===== config.mk =====
export PLATFORM = sky130hd
export DESIGN_NAME = tws_slave_tx
export DESIGN_NICKNAME = d
export VERILOG_FILES = /design/src/design/tws_pkg.sv /design/src/design/tws_line_if.sv /design/src/design/tws_line_sync.sv /design/src/design/tws_slave_tx.sv
export VERILOG_INCLUDE_DIRS = /design/src /design/src/design
export SDC_FILE = /design/constraint.sdc
export NUM_CORES = 1
export LEC_CHECK = 0
export BUFFER_PORTS_ARGS = -buffer_cell sky130_fd_sc_hd__buf_4
export CAP_MARGIN = 40
export CORE_MARGIN = 2
export CORE_UTILIZATION = 57
export CTS_CLUSTER_DIAMETER = 80
export DETAILED_ROUTE_END_ITERATION = 8
export PLACE_DENSITY = 0.91
export SETUP_SLACK_MARGIN = 0.02
export SYNTH_ARGS = -nofsm -noshare
export SYNTH_HDL_FRONTEND = slang
export SYNTH_SLANG_ARGS = --single-unit

===== constraint.sdc =====
create_clock -name ref_clk -period 4.9 [get_ports ref_clk]
set_input_delay 0.49 -clock ref_clk [delete_from_list [all_inputs] [get_ports ref_clk]]
set_output_delay 0.49 -clock ref_clk [all_outputs]
set_load 0.05 [all_outputs]

===== src/design/tws_defines.svh =====
// Summary of operation
// Respond only when received 7-bit address equals upper seven own-address bits.
// Own-address LSB set also answers general call 0x00; clear ignores it.
// Software writes control 0100010x before slave use: enable, acknowledge, no start/stop.
// Matched address with read bit enters transmit mode, otherwise receive mode; code returns to idle after the flag write instead.
// After own address and direction acknowledged, set event flag and post status.
// Lost arbitration then addressed for read enters transmit mode with status 0xB0.
// Final byte: load data, write flag one, acknowledge enable cleared; expect NACK.
// More bytes: load data, write flag one, acknowledge enable set; expect ACK.
// Byte sent and ACK received posts 0xB8 and waits for next byte.
// Byte sent and NACK received posts 0xC0, then not-addressed mode on release.
// Acknowledge cleared mid-transfer: send last byte, then post 0xC0 or 0xC8; code marks the final byte only from the acknowledge bit written with the flag.
// ACK after the byte marked final posts 0xC8.
// After the final byte, stop driving data; master reads all ones.
// Leaving goes not-addressed; acknowledge enable decides own address recognition.
// With acknowledge enable set, general call recognised only if its enable is one.
// Start request set on leaving makes a START once the bus is free.
// Acknowledge enable zero ignores own address, keeps monitoring, resumes when set.
// Deep sleep with acknowledge set: match address, wake, hold SCL till flag cleared.
// After deep-sleep wake the data register need not hold the bus byte.
// Software masks status prescaler bits to zero before comparing status codes.
// Flag set in an addressed transfer stretches SCL low until software writes one.
`ifndef TWS_DEFINES_SVH
`define TWS_DEFINES_SVH

// ----------------------------------------
// Register offsets
// ----------------------------------------
`define TWS_OFF_ADDR 8'h00
`define TWS_OFF_CTRL 8'h04
`define TWS_OFF_STAT 8'h08
`define TWS_OFF_DATA 8'h0c

// ----------------------------------------
// Control field positions
// ----------------------------------------
`define TWS_CTRL_FLAG 7
`define TWS_CTRL_ACK 6
`define TWS_CTRL_STA 5
`define TWS_CTRL_STO 4
`define TWS_CTRL_EN 2

// ----------------------------------------
// Reset values
// ----------------------------------------
`define TWS_RST_ADDR 8'h00
`define TWS_RST_CTRL 8'h00
`define TWS_RST_DATA 8'hff
`define TWS_RST_PRESC 2'h0

// ----------------------------------------
// Status codes, prescaler bits zero
// ----------------------------------------
`define TWS_ST_NOINFO 8'hf8
`define TWS_ST_SLA_R 8'ha8
`define TWS_ST_ARB_R 8'hb0
`define TWS_ST_TX_ACK 8'hb8
`define TWS_ST_TX_NACK 8'hc0
`define TWS_ST_LAST_ACK 8'hc8
`define TWS_ST_SLA_W 8'h60
`define TWS_ST_ARB_W 8'h68
`define TWS_ST_GC 8'h70
`define TWS_ST_ARB_GC 8'h78
`define TWS_GC_ADDR 7'h00
`define TWS_BITS_BYTE 4'h8

// ----------------------------------------
// Bus responses
// ----------------------------------------
`define TWS_RESP_OKAY 2'b00
`define TWS_RESP_SLVERR 2'b10

`endif


===== src/design/tws_pkg.sv =====
package tws_pkg;

  typedef enum logic [2:0] {
    TWS_IDLE,
    TWS_ADDR,
    TWS_ADDR_ACK,
    TWS_WAIT,
    TWS_TX,
    TWS_TX_ACK,
    TWS_END
  } tws_state_e;

endpackage


===== src/design/tws_line_if.sv =====
`timescale 1ns/1ps
interface tws_line_if;
  logic sclHigh;
  logic sdaHigh;
  logic sclRise;
  logic sclFall;
  logic startSeen;
  logic stopSeen;
  logic busBusy;

  modport src (
    output sclHigh, sdaHigh, sclRise, sclFall, startSeen, stopSeen, busBusy
  );
  modport snk (
    input sclHigh, sdaHigh, sclRise, sclFall, startSeen, stopSeen, busBusy
  );
endinterface


===== src/design/tws_line_sync.sv =====
`timescale 1ns/1ps
module tws_line_sync (
  input wire logic ref_clk,
  input wire logic arst_n,
  input wire logic sclIn,
  input wire logic sdaIn,
  tws_line_if.src ln
);
  logic [1:0] sclMeta;
  logic [1:0] sdaMeta;
  logic sclPrev;
  logic sdaPrev;
  logic busy;

  // ----------------------------------------
  // Two-stage synchronisers
  // ----------------------------------------
  always_ff @(posedge ref_clk or negedge arst_n) begin
    if (!arst_n) begin
      sclMeta <= 2'h3;
      sdaMeta <= 2'h3;
    end else begin
      sclMeta <= {sclMeta[0], sclIn};
      sdaMeta <= {sdaMeta[0], sdaIn};
    end
  end

  always_ff @(posedge ref_clk or negedge arst_n) begin
    if (!arst_n) begin
      sclPrev <= 1'b1;
      sdaPrev <= 1'b1;
    end else begin
      sclPrev <= sclMeta[1];
      sdaPrev <= sdaMeta[1];
    end
  end

  // ----------------------------------------
  // Edge and condition detection
  // ----------------------------------------
  assign ln.sclHigh = sclMeta[1];
  assign ln.sdaHigh = sdaMeta[1];
  assign ln.sclRise = sclMeta[1] & ~sclPrev;
  assign ln.sclFall = ~sclMeta[1] & sclPrev;
  assign ln.startSeen = sclMeta[1] & sclPrev & sdaPrev & ~sdaMeta[1];
  assign ln.stopSeen = sclMeta[1] & sclPrev & ~sdaPrev & sdaMeta[1];
  assign ln.busBusy = busy;

  always_ff @(posedge ref_clk or negedge arst_n) begin
    if (!arst_n) begin
      busy <= 1'b0;
    end else if (ln.startSeen) begin
      busy <= 1'b1;
    end else if (ln.stopSeen) begin
      busy <= 1'b0;
    end
  end
endmodule


===== src/design/tws_slave_tx.sv =====
`timescale 1ns/1ps
`include "tws_defines.svh"
module tws_slave_tx #(
  parameter int AW = 8
) (
  input wire logic ref_clk,
  input wire logic arst_n,
  input wire logic [AW-1:0] s_axi_awaddr,
  input wire logic s_axi_awvalid,
  output logic s_axi_awready,
  input wire logic [31:0] s_axi_wdata,
  input wire logic [3:0] s_axi_wstrb,
  input wire logic s_axi_wvalid,
  output logic s_axi_wready,
  output logic [1:0] s_axi_bresp,
  output logic s_axi_bvalid,
  input wire logic s_axi_bready,
  input wire logic [AW-1:0] s_axi_araddr,
  input wire logic s_axi_arvalid,
  output logic s_axi_arready,
  output logic [31:0] s_axi_rdata,
  output logic [1:0] s_axi_rresp,
  output logic s_axi_rvalid,
  input wire logic s_axi_rready,
  input wire logic sclIn,
  output logic sclOut,
  output logic sclOe,
  input wire logic sdaIn,
  output logic sdaOut,
  output logic sdaOe,
  input wire logic sleepDeep,
  input wire logic arbLostAddr,
  output logic wakeRequest,
  output logic startGo,
  output logic slaveActive
);
  import tws_pkg::*;

  initial begin
    if (AW < 8) begin
      $error("tws_slave_tx: AW must be at least 8");
    end
  end

  tws_line_if ln ();

  tws_line_sync u_sync (
    .ref_clk(ref_clk),
    .arst_n(arst_n),
    .sclIn(sclIn),
    .sdaIn(sdaIn),
    .ln(ln)
  );

  tws_pkg::tws_state_e state;
  logic [7:0] ownAddr;
  logic ackEnable;
  logic startReq;
  logic stopReq;
  logic ifEnable;
  logic eventFlag;
  logic [7:0] statusCode;
  logic [1:0] prescaler;
  logic [7:0] dataReg;
  logic [7:0] rxShift;
  logic [7:0] txShift;
  logic [3:0] bitCnt;
  logic readMode;
  logic lastByte;
  logic ackSeen;
  logic gotRise;
  logic startPending;
  logic matchOwn;
  logic matchGc;
  logic addrHit;
  logic wrFire;
  logic wrLane;
  logic [7:0] wrByte;
  logic ctrlWrite;
  logic swGo;
  logic flagSet;
  logic leaving;
  logic [7:0] next_status;
  logic [AW-1:0] rdAddr;
  localparam logic [7:0] CTRL_RST = `TWS_RST_CTRL;

  // ----------------------------------------
  // Register write channel
  // ----------------------------------------
  assign wrFire = s_axi_awvalid & s_axi_wvalid & ~s_axi_bvalid;
  assign s_axi_awready = wrFire;
  assign s_axi_wready = wrFire;
  assign wrLane = wrFire & s_axi_wstrb[0];
  assign wrByte = s_axi_wdata[7:0];
  assign ctrlWrite = wrLane && (s_axi_awaddr[7:0] == `TWS_OFF_CTRL);
  // Writing one to the flag releases the waiting transfer
  assign swGo = ctrlWrite & wrByte[`TWS_CTRL_FLAG] & eventFlag;

  always_ff @(posedge ref_clk or negedge arst_n) begin
    if (!arst_n) begin
      s_axi_bvalid <= 1'b0;
      s_axi_bresp <= `TWS_RESP_OKAY;
    end else if (wrFire) begin
      s_axi_bvalid <= 1'b1;
      unique case (s_axi_awaddr[7:0])
        `TWS_OFF_ADDR, `TWS_OFF_CTRL, `TWS_OFF_STAT, `TWS_OFF_DATA: begin
          s_axi_bresp <= `TWS_RESP_OKAY;
        end
        default: begin
          s_axi_bresp <= `TWS_RESP_SLVERR;
        end
      endcase
    end else if (s_axi_bready) begin
      s_axi_bvalid <= 1'b0;
    end
  end

  always_ff @(posedge ref_clk or negedge arst_n) begin
    if (!arst_n) begin
      ownAddr <= `TWS_RST_ADDR;
    end else if (wrLane && (s_axi_awaddr[7:0] == `TWS_OFF_ADDR)) begin
      ownAddr <= wrByte;
    end
  end

  always_ff @(posedge ref_clk or negedge arst_n) begin
    if (!arst_n) begin
      ackEnable <= CTRL_RST[`TWS_CTRL_ACK];
      startReq <= CTRL_RST[`TWS_CTRL_STA];
      stopReq <= CTRL_RST[`TWS_CTRL_STO];
      ifEnable <= CTRL_RST[`TWS_CTRL_EN];
    end else if (ctrlWrite) begin
      // Acknowledge enable may change at any time
      ackEnable <= wrByte[`TWS_CTRL_ACK];
      startReq <= wrByte[`TWS_CTRL_STA];
      stopReq <= wrByte[`TWS_CTRL_STO];
      ifEnable <= wrByte[`TWS_CTRL_EN];
    end
  end

  always_ff @(posedge ref_clk or negedge arst_n) begin
    if (!arst_n) begin
      prescaler <= `TWS_RST_PRESC;
    end else if (wrLane && (s_axi_awaddr[7:0] == `TWS_OFF_STAT)) begin
      prescaler <= wrByte[1:0];
    end
  end

  // ----------------------------------------
  // Register read channel
  // ----------------------------------------
  assign s_axi_arready = ~s_axi_rvalid;
  assign rdAddr = s_axi_araddr;

  always_ff @(posedge ref_clk or negedge arst_n) begin
    if (!arst_n) begin
      s_axi_rvalid <= 1'b0;
      s_axi_rdata <= 32'h0;
      s_axi_rresp <= `TWS_RESP_OKAY;
    end else if (s_axi_arvalid && !s_axi_rvalid) begin
      s_axi_rvalid <= 1'b1;
      s_axi_rresp <= `TWS_RESP_OKAY;
      unique case (rdAddr[7:0])
        `TWS_OFF_ADDR: s_axi_rdata <= {24'h0, ownAddr};
        `TWS_OFF_CTRL: begin
          s_axi_rdata <= {24'h0, eventFlag, ackEnable, startReq, stopReq,
                          1'b0, ifEnable, 2'h0};
        end
        // Prescaler bits share the low end of the status byte
        `TWS_OFF_STAT: begin
          s_axi_rdata <= {24'h0, statusCode[7:3], 1'b0, prescaler};
        end
        `TWS_OFF_DATA: s_axi_rdata <= {24'h0, dataReg};
        default: begin
          s_axi_rdata <= 32'h0;
          s_axi_rresp <= `TWS_RESP_SLVERR;
        end
      endcase
    end else if (s_axi_rready) begin
      s_axi_rvalid <= 1'b0;
    end
  end

  // ----------------------------------------
  // Address recognition
  // ----------------------------------------
  // Enable pattern from software gates all recognition
  assign matchOwn = rxShift[7:1] == ownAddr[7:1];
  assign matchGc = ownAddr[0] && (rxShift[7:1] == `TWS_GC_ADDR);
  // Acknowledge enable off isolates the unit, in sleep too
  assign addrHit = ifEnable & ackEnable & (matchOwn | matchGc);

  always_comb begin
    next_status = `TWS_ST_NOINFO;
    if (state == TWS_ADDR_ACK) begin
      if (readMode) begin
        next_status = arbLostAddr ? `TWS_ST_ARB_R : `TWS_ST_SLA_R;
      end else if (rxShift[7:1] == `TWS_GC_ADDR) begin
        next_status = arbLostAddr ? `TWS_ST_ARB_GC : `TWS_ST_GC;
      end else begin
        next_status = arbLostAddr ? `TWS_ST_ARB_W : `TWS_ST_SLA_W;
      end
    end else if (!ackSeen) begin
      next_status = `TWS_ST_TX_NACK;
    end else if (lastByte) begin
      next_status = `TWS_ST_LAST_ACK;
    end else begin
      next_status = `TWS_ST_TX_ACK;
    end
  end

  assign flagSet = ln.sclFall && ((state == TWS_ADDR_ACK) ||
                   ((state == TWS_TX_ACK) && gotRise));
  assign leaving = swGo && (state == TWS_END);

  // ----------------------------------------
  // Transfer sequencer
  // ----------------------------------------
  always_ff @(posedge ref_clk or negedge arst_n) begin
    if (!arst_n) begin
      state <= TWS_IDLE;
      bitCnt <= 4'h0;
      rxShift <= 8'h0;
      txShift <= 8'hff;
      readMode <= 1'b0;
      lastByte <= 1'b0;
      ackSeen <= 1'b0;
      gotRise <= 1'b0;
    end else if (!ifEnable) begin
      state <= TWS_IDLE;
    end else if (ln.startSeen && state != TWS_WAIT && state != TWS_END) begin
      state <= TWS_ADDR;
      bitCnt <= 4'h0;
    end else if (ln.stopSeen && state != TWS_WAIT && state != TWS_END) begin
      state <= TWS_IDLE;
    end else begin
      unique case (state)
        TWS_IDLE: begin
          bitCnt <= 4'h0;
        end
        TWS_ADDR: begin
          if (ln.sclRise && bitCnt < `TWS_BITS_BYTE) begin
            rxShift <= {rxShift[6:0], ln.sdaHigh};
            bitCnt <= bitCnt + 4'h1;
          end else if (ln.sclFall && bitCnt == `TWS_BITS_BYTE) begin
            // Direction bit selects transmit, or idle once the flag is written
            readMode <= rxShift[0];
            state <= addrHit ? TWS_ADDR_ACK : TWS_IDLE;
          end
        end
        TWS_ADDR_ACK: begin
          if (ln.sclFall) begin
            state <= TWS_WAIT;
          end
        end
        TWS_WAIT: begin
          if (swGo && readMode) begin
            // Acknowledge enable written now marks the byte as final
            lastByte <= ~wrByte[`TWS_CTRL_ACK];
            txShift <= dataReg;
            bitCnt <= 4'h0;
            state <= TWS_TX;
          end else if (swGo) begin
            state <= TWS_IDLE;
          end
        end
        TWS_TX: begin
          if (ln.sclFall) begin
            txShift <= {txShift[6:0], 1'b1};
            bitCnt <= bitCnt + 4'h1;
            gotRise <= 1'b0;
            if (bitCnt == `TWS_BITS_BYTE - 4'h1) begin
              state <= TWS_TX_ACK;
            end
          end
        end
        TWS_TX_ACK: begin
          if (ln.sclRise) begin
            ackSeen <= ~ln.sdaHigh;
            gotRise <= 1'b1;
          end else if (ln.sclFall && gotRise) begin
            // Final byte never continues, whatever the master answers
            state <= (ackSeen && !lastByte) ? TWS_WAIT : TWS_END;
          end
        end
        TWS_END: begin
          if (swGo) begin
            state <= TWS_IDLE;
          end
        end
      endcase
    end
  end

  // ----------------------------------------
  // Event flag and status
  // ----------------------------------------
  always_ff @(posedge ref_clk or negedge arst_n) begin
    if (!arst_n) begin
      eventFlag <= 1'b0;
    end else if (flagSet && ifEnable) begin
      eventFlag <= 1'b1;
    end else if (swGo) begin
      eventFlag <= 1'b0;
    end
  end

  always_ff @(posedge ref_clk or negedge arst_n) begin
    if (!arst_n) begin
      statusCode <= `TWS_ST_NOINFO;
    end else if (flagSet && ifEnable) begin
      statusCode <= next_status;
    end else if (swGo) begin
      statusCode <= `TWS_ST_NOINFO;
    end
  end

  // Received address copied only while awake
  always_ff @(posedge ref_clk or negedge arst_n) begin
    if (!arst_n) begin
      dataReg <= `TWS_RST_DATA;
    end else if (wrLane && (s_axi_awaddr[7:0] == `TWS_OFF_DATA)) begin
      dataReg <= wrByte;
    end else if (flagSet && state == TWS_ADDR_ACK && !sleepDeep) begin
      dataReg <= rxShift;
    end
  end

  // ----------------------------------------
  // Start after leaving
  // ----------------------------------------
  always_ff @(posedge ref_clk or negedge arst_n) begin
    if (!arst_n) begin
      startPending <= 1'b0;
    end else if (leaving && wrByte[`TWS_CTRL_STA]) begin
      startPending <= 1'b1;
    end else if (startPending && !ln.busBusy) begin
      startPending <= 1'b0;
    end
  end

  always_ff @(posedge ref_clk or negedge arst_n) begin
    if (!arst_n) begin
      startGo <= 1'b0;
    end else begin
      startGo <= startPending & ~ln.busBusy & ~startGo;
    end
  end

  // ----------------------------------------
  // Pin drive
  // ----------------------------------------
  assign sclOut = 1'b0;
  assign sdaOut = 1'b0;
  // Hold clock low while software owes an answer
  assign sclOe = eventFlag && (state == TWS_WAIT || state == TWS_END);
  // Released data line reads as ones once the transfer is over
  assign sdaOe = (state == TWS_ADDR_ACK) ||
                 (state == TWS_TX && !txShift[7]);
  assign wakeRequest = sleepDeep & eventFlag;
  assign slaveActive = (state != TWS_IDLE) && (state != TWS_ADDR);
endmodule


# Word level (Yosys, flattened, before mapping)
# Index checks and enable logic that the tools add are counted.
# Widths: inputs -> output; s select.
[totals]
wordCells = 204
inputBits = 63
ff_bits = 105
[op_classes]
add_sub_neg = 1
muxes = 52
n_lt_le_gt_ge = 1
bitwise = 30
eq_ne = 33
reduce_logical = 58
[op_table]
columns = ["operator", "n"]
rows = [
  ["$mux 8", 8],
  ["$mux 3", 13],
  ["$eq 8x4->1 const B", 4],
  ["$pmux 8 s4", 1],
  ["$mux 4", 7],
  ["$logic_and 1x1->1", 26],
  ["$ne 5x5->1 const B", 5],
  ["$reduce_and 6->1", 4],
  ["$pmux 3 s6", 1],
  ["$and 1x1->1", 17],
  ["$eq 8x3->1 const B", 2],
  ["$logic_not 8->1", 2],
  ["$pmux 4 s4", 1],
  ["$pmux 8 s2", 1],
  ["$reduce_bool 2->1", 8],
  ["$reduce_and 5->1", 3],
  ["$mux 7", 2],
  ["$mux 1", 12],
  ["$ne 3x3->1 const B", 4],
  ["$not 1->1", 12],
  ["$mux 5", 2],
  ["$eq 3x3->1 const B", 3],
  ["$ne 9x1->1 const B", 1],
  ["$ne 2x2->1 const B", 4],
  ["other kinds (22)", 32],
]

# Longest topological paths before layout
[logic_depth]
word_depth = 12
mapped_depth = 9

# By module
# Synthesis repeated with hierarchy kept, for this count alone.
[hier_totals]
hier_cells = 395
area_unflattened_um2 = 4195.3
[modules_own_cells]
columns = ["module", "cells_per_inst", "instances", "area_per_inst_um2"]
rows = [
  ["tws_slave_tx", 379, 1, 3963.8],
  ["tws_line_sync", 16, 1, 231.5],
]

# Least setup slack after synthesis
# No wires, ideal clock.
[synth_timing]
kind = "register to output"
from = "register state[1]"
to = "output sdaOe"
stages_incl_launch_ff = 5
t_required_ps = 4410
arrival_ps = 2039
n_path_buf = 2
slack_ps = 2371
path_cell_list = "dfrtp_1 -> buf_2 -> buf_2 -> or2_2 -> o21ai_0"
[synth_between]
elab_chain_cells = 3
elab_cells_between_ends = 4
cone_classes = "eq/ne: 2; reduce/logical: 2"
[synth_rtl]
columns = ["element", "line_no", "rtl"]
rows = [
  ["from (decl)", "tws_slave_tx.sv:55", "tws_pkg::tws_state_e state;"],
  ["from (signal assigned)", "tws_slave_tx.sv:248", "state <= addrHit ? TWS_ADDR_ACK : TWS_IDLE;"],
  ["from (signal assigned)", "tws_slave_tx.sv:283", "state <= (ackSeen && !lastByte) ? TWS_WAIT : TWS_END;"],
  ["$eq 3x3->1", "tws_slave_tx.sv:359", "(state == TWS_TX && !txShift[7]);"],
  ["$logic_and 1x1->1", "tws_slave_tx.sv:359", ""],
  ["$logic_or 1x1->1 (*)", "tws_slave_tx.sv:358", "assign sdaOe = (state == TWS_ADDR_ACK) ||"],
  ["to (decl)", "tws_slave_tx.sv:30", "output logic sdaOe,"],
]
# Every way passes the cells marked *; elsewhere a longest branch is shown, timed or not.

# Final worst setup path
[layout_timing]
from = "register state[0]"
to = "register readMode"
[layout_between]
elab_chain_cells = 5
elab_cells_between_ends = 10
cone_classes = "eq/ne: 3; bitwise: 2; reduce/logical: 5"
[layout_rtl]
columns = ["element", "line_no", "rtl"]
rows = [
  ["$ne 3x2->1", "tws_slave_tx.sv:231, tws_slave_tx.sv:234", ""],
  ["$logic_and 1x1->1, on equally long branches (2 in a row)", "tws_slave_tx.sv:234, tws_slave_tx.sv:231", ""],
  ["$not 1->1 (no line)", "n/a", ""],
  ["$reduce_and 6->1 (no line) (*)", "n/a", ""],
  ["to (signal assigned)", "tws_slave_tx.sv:247", "readMode <= rxShift[0];"],
  ["to (decl)", "tws_slave_tx.sv:68", "logic readMode;"],
]
# Marks and branches as above.
# A chain may end at the register's enable or synchronous reset.

==> run summary <==
Pwr
• 37.4% — clock group share of total power
• 360 uW — net switching power
• 1.30 mW — Tot Pwr
• 27.7% — Switching Share
• 2.20 nW — leakage power
• 11.8% — logic gate share of total power
• 50.8% — Flop pwr share
• 941 uW — internal power consumption
• 275 nW/um^2 — pwr/cell area
• 0.000195 V — worst vdd ir

GRT
• 0 — initial antenna violation count
• 2,947 — via count of the first global-routing pass
• 0 — global route overflow
• 48 — pin count of the biggest net entering global routing
• 23.9% — Global Route Usage Sum
• 14.4 mm — wire length of the first global-routing pass

Die
• 7990 um^2 — full die area
• 89.4 um — floorplan die width
• 7140 um^2 — Core Box Area
• 89.4 um — die span in y
• 31 — Placement Rows
• 111 — I/O pin count
• 58.2% — Starting Density

Logic synthesis
• 29.5% — top-area cell type share of the netlist area
• 12.0% — Synth Area in Compound Gates
• 57 — post-synthesis cell type count
• 0.602% — fraction of the mapped netlist area in adder cells
• 46.6% — fraction of the yosys area taken by sequential cells
• 403 — Mapped Cells
• simple AND/OR/NAND/NOR gates — main combinational cell family by area after synthesis
• dfrtp_1 — commonest register cell after synthesis
• dfrtp_1 (30%), dfstp_2 (17%), mux2_2 (7.6%), buf_4 (5.4%), mux2i_1 (4.1%) — cell types occupying the most area after synthesis
• 16.4% — area share of and/or/nand/nor cells after synthesis
• 10.3 um^2 — syn avg cell area
• dfrtp_1 (49), nand2_1 (37), o21ai_0 (31) — leading cell types by count after synthesis
• 13.9% — multiplexer area fraction after synthesis
• dfrtp_1 — cell with the most instances after synthesis
• 100% — share of async-settable or async-resettable flops after synthesis
• 76 — count of state elements after synthesis
• 2.29% — xor-xnor portion of the synthesized cell area
• 4150 um^2 — post-synth design cell area
• 0 — Syn. warnings
• dfrtp_1 — area leader, netlist
• 0 — Post-synth EDFFs

CTS
• 0.37 ns — worst-skew pair later-pin latency
• yes — clock tree from TritonCTS
• 0.08 ns — clock-pin transition on the worst setup and hold timing paths
• 0 — quantity of hold-fixing buffers added after cts
• 3 — CTS H-tree depth
• 0 — Resized cells post-CTS
• 0 — # Post-CTS Setup Buffers
• 9 — total CTS buffers
• 76 — total clock sinks
• 2 — Bufs on Longest Clock Path
• clkbuf_8 — clock tree root driver cell

Finish
• 556 — number of standard cells in the layout, taps in and fillers out
• 31.1% — share of cells above drive strength 1
• 517 — Final #Nets
• 4730 um^2 — final standard cell area without fillers
• 0 — antenna fix cells
• 13.8% — Synth-to-Final Area Change
• 66.2% — post-route core utilization

Timing
• 0 — setup-violating endpoint count in the final report
• 0 — Final Hold Viols
• 34.4% — headroom to the max-slew limit
• 0 ns — Total Negative Setup Slacks
• 2.50 ns — final period demand of the worst path
• 0.0534 ns — hold slack
• 2.40 ns — Worst Slack Setup Final
• 0.978 ns — slew at the pin closest to its max-slew limit
• 50.9% — final worst path period share
• 0 — Final Slew Violations
• 0.0149 ns — clk_skew
• 401 MHz — Fmax achieved
• false — setup repair after global routing missed its margin

Placement
• 540 — Inst Count DP
• 4520 um^2 — Post-Place Cell Area
• 2.45 ns — pre-CTS setup slack
• 55 — PortBufs
• 6.73 mm — DPL Wire Length
• 0.933 — gp weighted congestion

Critical path
• 2.75 ns — Crit path arrival time
• 2.40 ns — worst-case register-to-register setup slack
• state[0]$_DFFE_PN0P_ — Critical R2R Launch
• 15 — largest fanout of any net on the critical path
• readMode$_DFFE_PN0P_ — Crit Reg-Reg Endpoint
• xnor2_2 > nor2b_2 > o31ai_2 > nor2_1 > and3_1 > mux2_2 — cells along the critical path
• 6 — R2R cell count
• reg -> reg — Setup Crit Path Kind
• register — Worst setup EP type
• 0.84 ns — delay of the slowest critical-path stage
• register — startpoint kind of the worst setup timing path
• 5.15 ns — worst endpoint required time
• o31ai_2 — Crit-path slowest cell

Drt
• 16.6 um — Wirelength per Cell
• 326 — DRC marker count from the first detailed-route iteration
• 9.22 mm — total wire length after detailed routing
• 0 — DRC Markers
• 5.80 — routed vias/inst
• 3,226 — Via Count
• 0 — Antenna Violating Nets Remaining
• 5 — length of the first detailed-routing pass in iterations

Flow run
• 0 — number of max-cap violations

Min path
• in -> async — class of the worst hold path

Outcome
• finished clean — outcome

==> worst max-delay path by stage <==
stage	slack [ns]	to	startpoint	cells after the start
after floorplan	2.37	sdaOe	state[1]$_DFFE_PN0P_	4
after global placement	2.50	statusCode[5]$_DFFE_PN1P_	s_axi_awaddr[1]	7
after detailed placement	2.45	ownAddr[3]$_DFFE_PN0P_	s_axi_awaddr[1]	5
after CTS	2.44	readMode$_DFFE_PN0P_	state[0]$_DFFE_PN0P_	6
after global routing	2.23	txShift[2]$_DFFE_PN1P_	state[0]$_DFFE_PN0P_	6
final	2.40	readMode$_DFFE_PN0P_	state[0]$_DFFE_PN0P_	6
==> cells by family after synthesis <==
logic type                 after synthesis
muxes                                   49
buffers and inverters                   57
xor gates and xnor gates                10
adders and majority gates                2
DFF                                     76
other                                    1
AOI/OAI and AO/OA                       83
and+or+nand+nor                        125
==> registers in the layout, summed over array words and instances (netlist names), 2 cells and up <==
name            cells
dataReg             8
statusCode          5
s_axi_rdata         8
u_sync.sdaMeta      2
state               3
u_sync.sclMeta      2
rxShift             8
ownAddr             8
txShift             8
bitCnt              4
prescaler           2
==> critical path: cells and delay by family (launching register included) <==
kind | cells | cell delay (ns)
AO/OA/AOI/OAI | 1 | 0.84
XOR/XNOR | 1 | 0.31
flip-flops | 1 | 0.56
multiplexers | 1 | 0.27
AND/OR/NAND/NOR | 3 | 0.42
==> cells in the final DEF, fill, tap and decap left out, types with 3 or more instances in the layout <==
master | synthesis | final
a21o_1 | 4 | 4
a21oi_1 | 22 | 22
a22oi_1 | 3 | 3
a31oi_1 | 4 | 4
and2_1 | 4 | 4
and4b_1 | 3 | 3
buf_4 | 30 | 55
clkbuf_8 | 0 | 10
conb_1 | 1 | 28
dfrtp_1 | 49 | 49
dfstp_2 | 27 | 27
inv_1 | 12 | 12
mux2_2 | 28 | 28
mux2i_1 | 17 | 17
mux4_2 | 4 | 4
nand2_1 | 37 | 37
nand2b_1 | 7 | 7
nand3_1 | 11 | 11
nor2_1 | 26 | 26
nor2b_1 | 4 | 4
nor3_1 | 8 | 8
o21ai_0 | 31 | 31
o31ai_1 | 3 | 3
or2_2 | 3 | 3
or4_1 | 5 | 5
xnor2_1 | 7 | 7
==> power by group through the flow <==
stage | clock network (mW) | logic [mW] | registers [mW]
floorplan | 0 | 0.109 | 0.674
global placement | 0 | 0.147 | 0.670
detailed placement | 0 | 0.154 | 0.671
CTS | 0.493 | 0.155 | 0.660
global route | 0.518 | 0.167 | 0.663
finish | 0.486 | 0.154 | 0.660
==> final cells by class <==
type | count | area [um^2]
tap | 99 | 124
sequential | 76 | 1940
fill | 528 | 2410
multi-input combinational | 297 | 1980
inverter | 12 | 45.0
clock buffer | 11 | 141
clock inverter | 5 | 60.1
timing repair buffer | 56 | 440
==> layer usage <==
| metal | part of all wire (%) | GRT usage (%) | vias to the layer above |
|---|---|---|---|
| met5 | 0 | 0 | - |
| met4 | 2.8 | 9.36 | 0 |
| met3 | 9.0 | 6.74 | 31 |
| met2 | 47 | 34.8 | 188 |
| met1 | 41 | 34.1 | 1542 |
| li1 | - | - | 1465 |
Power figures use the tool's default switching activity.
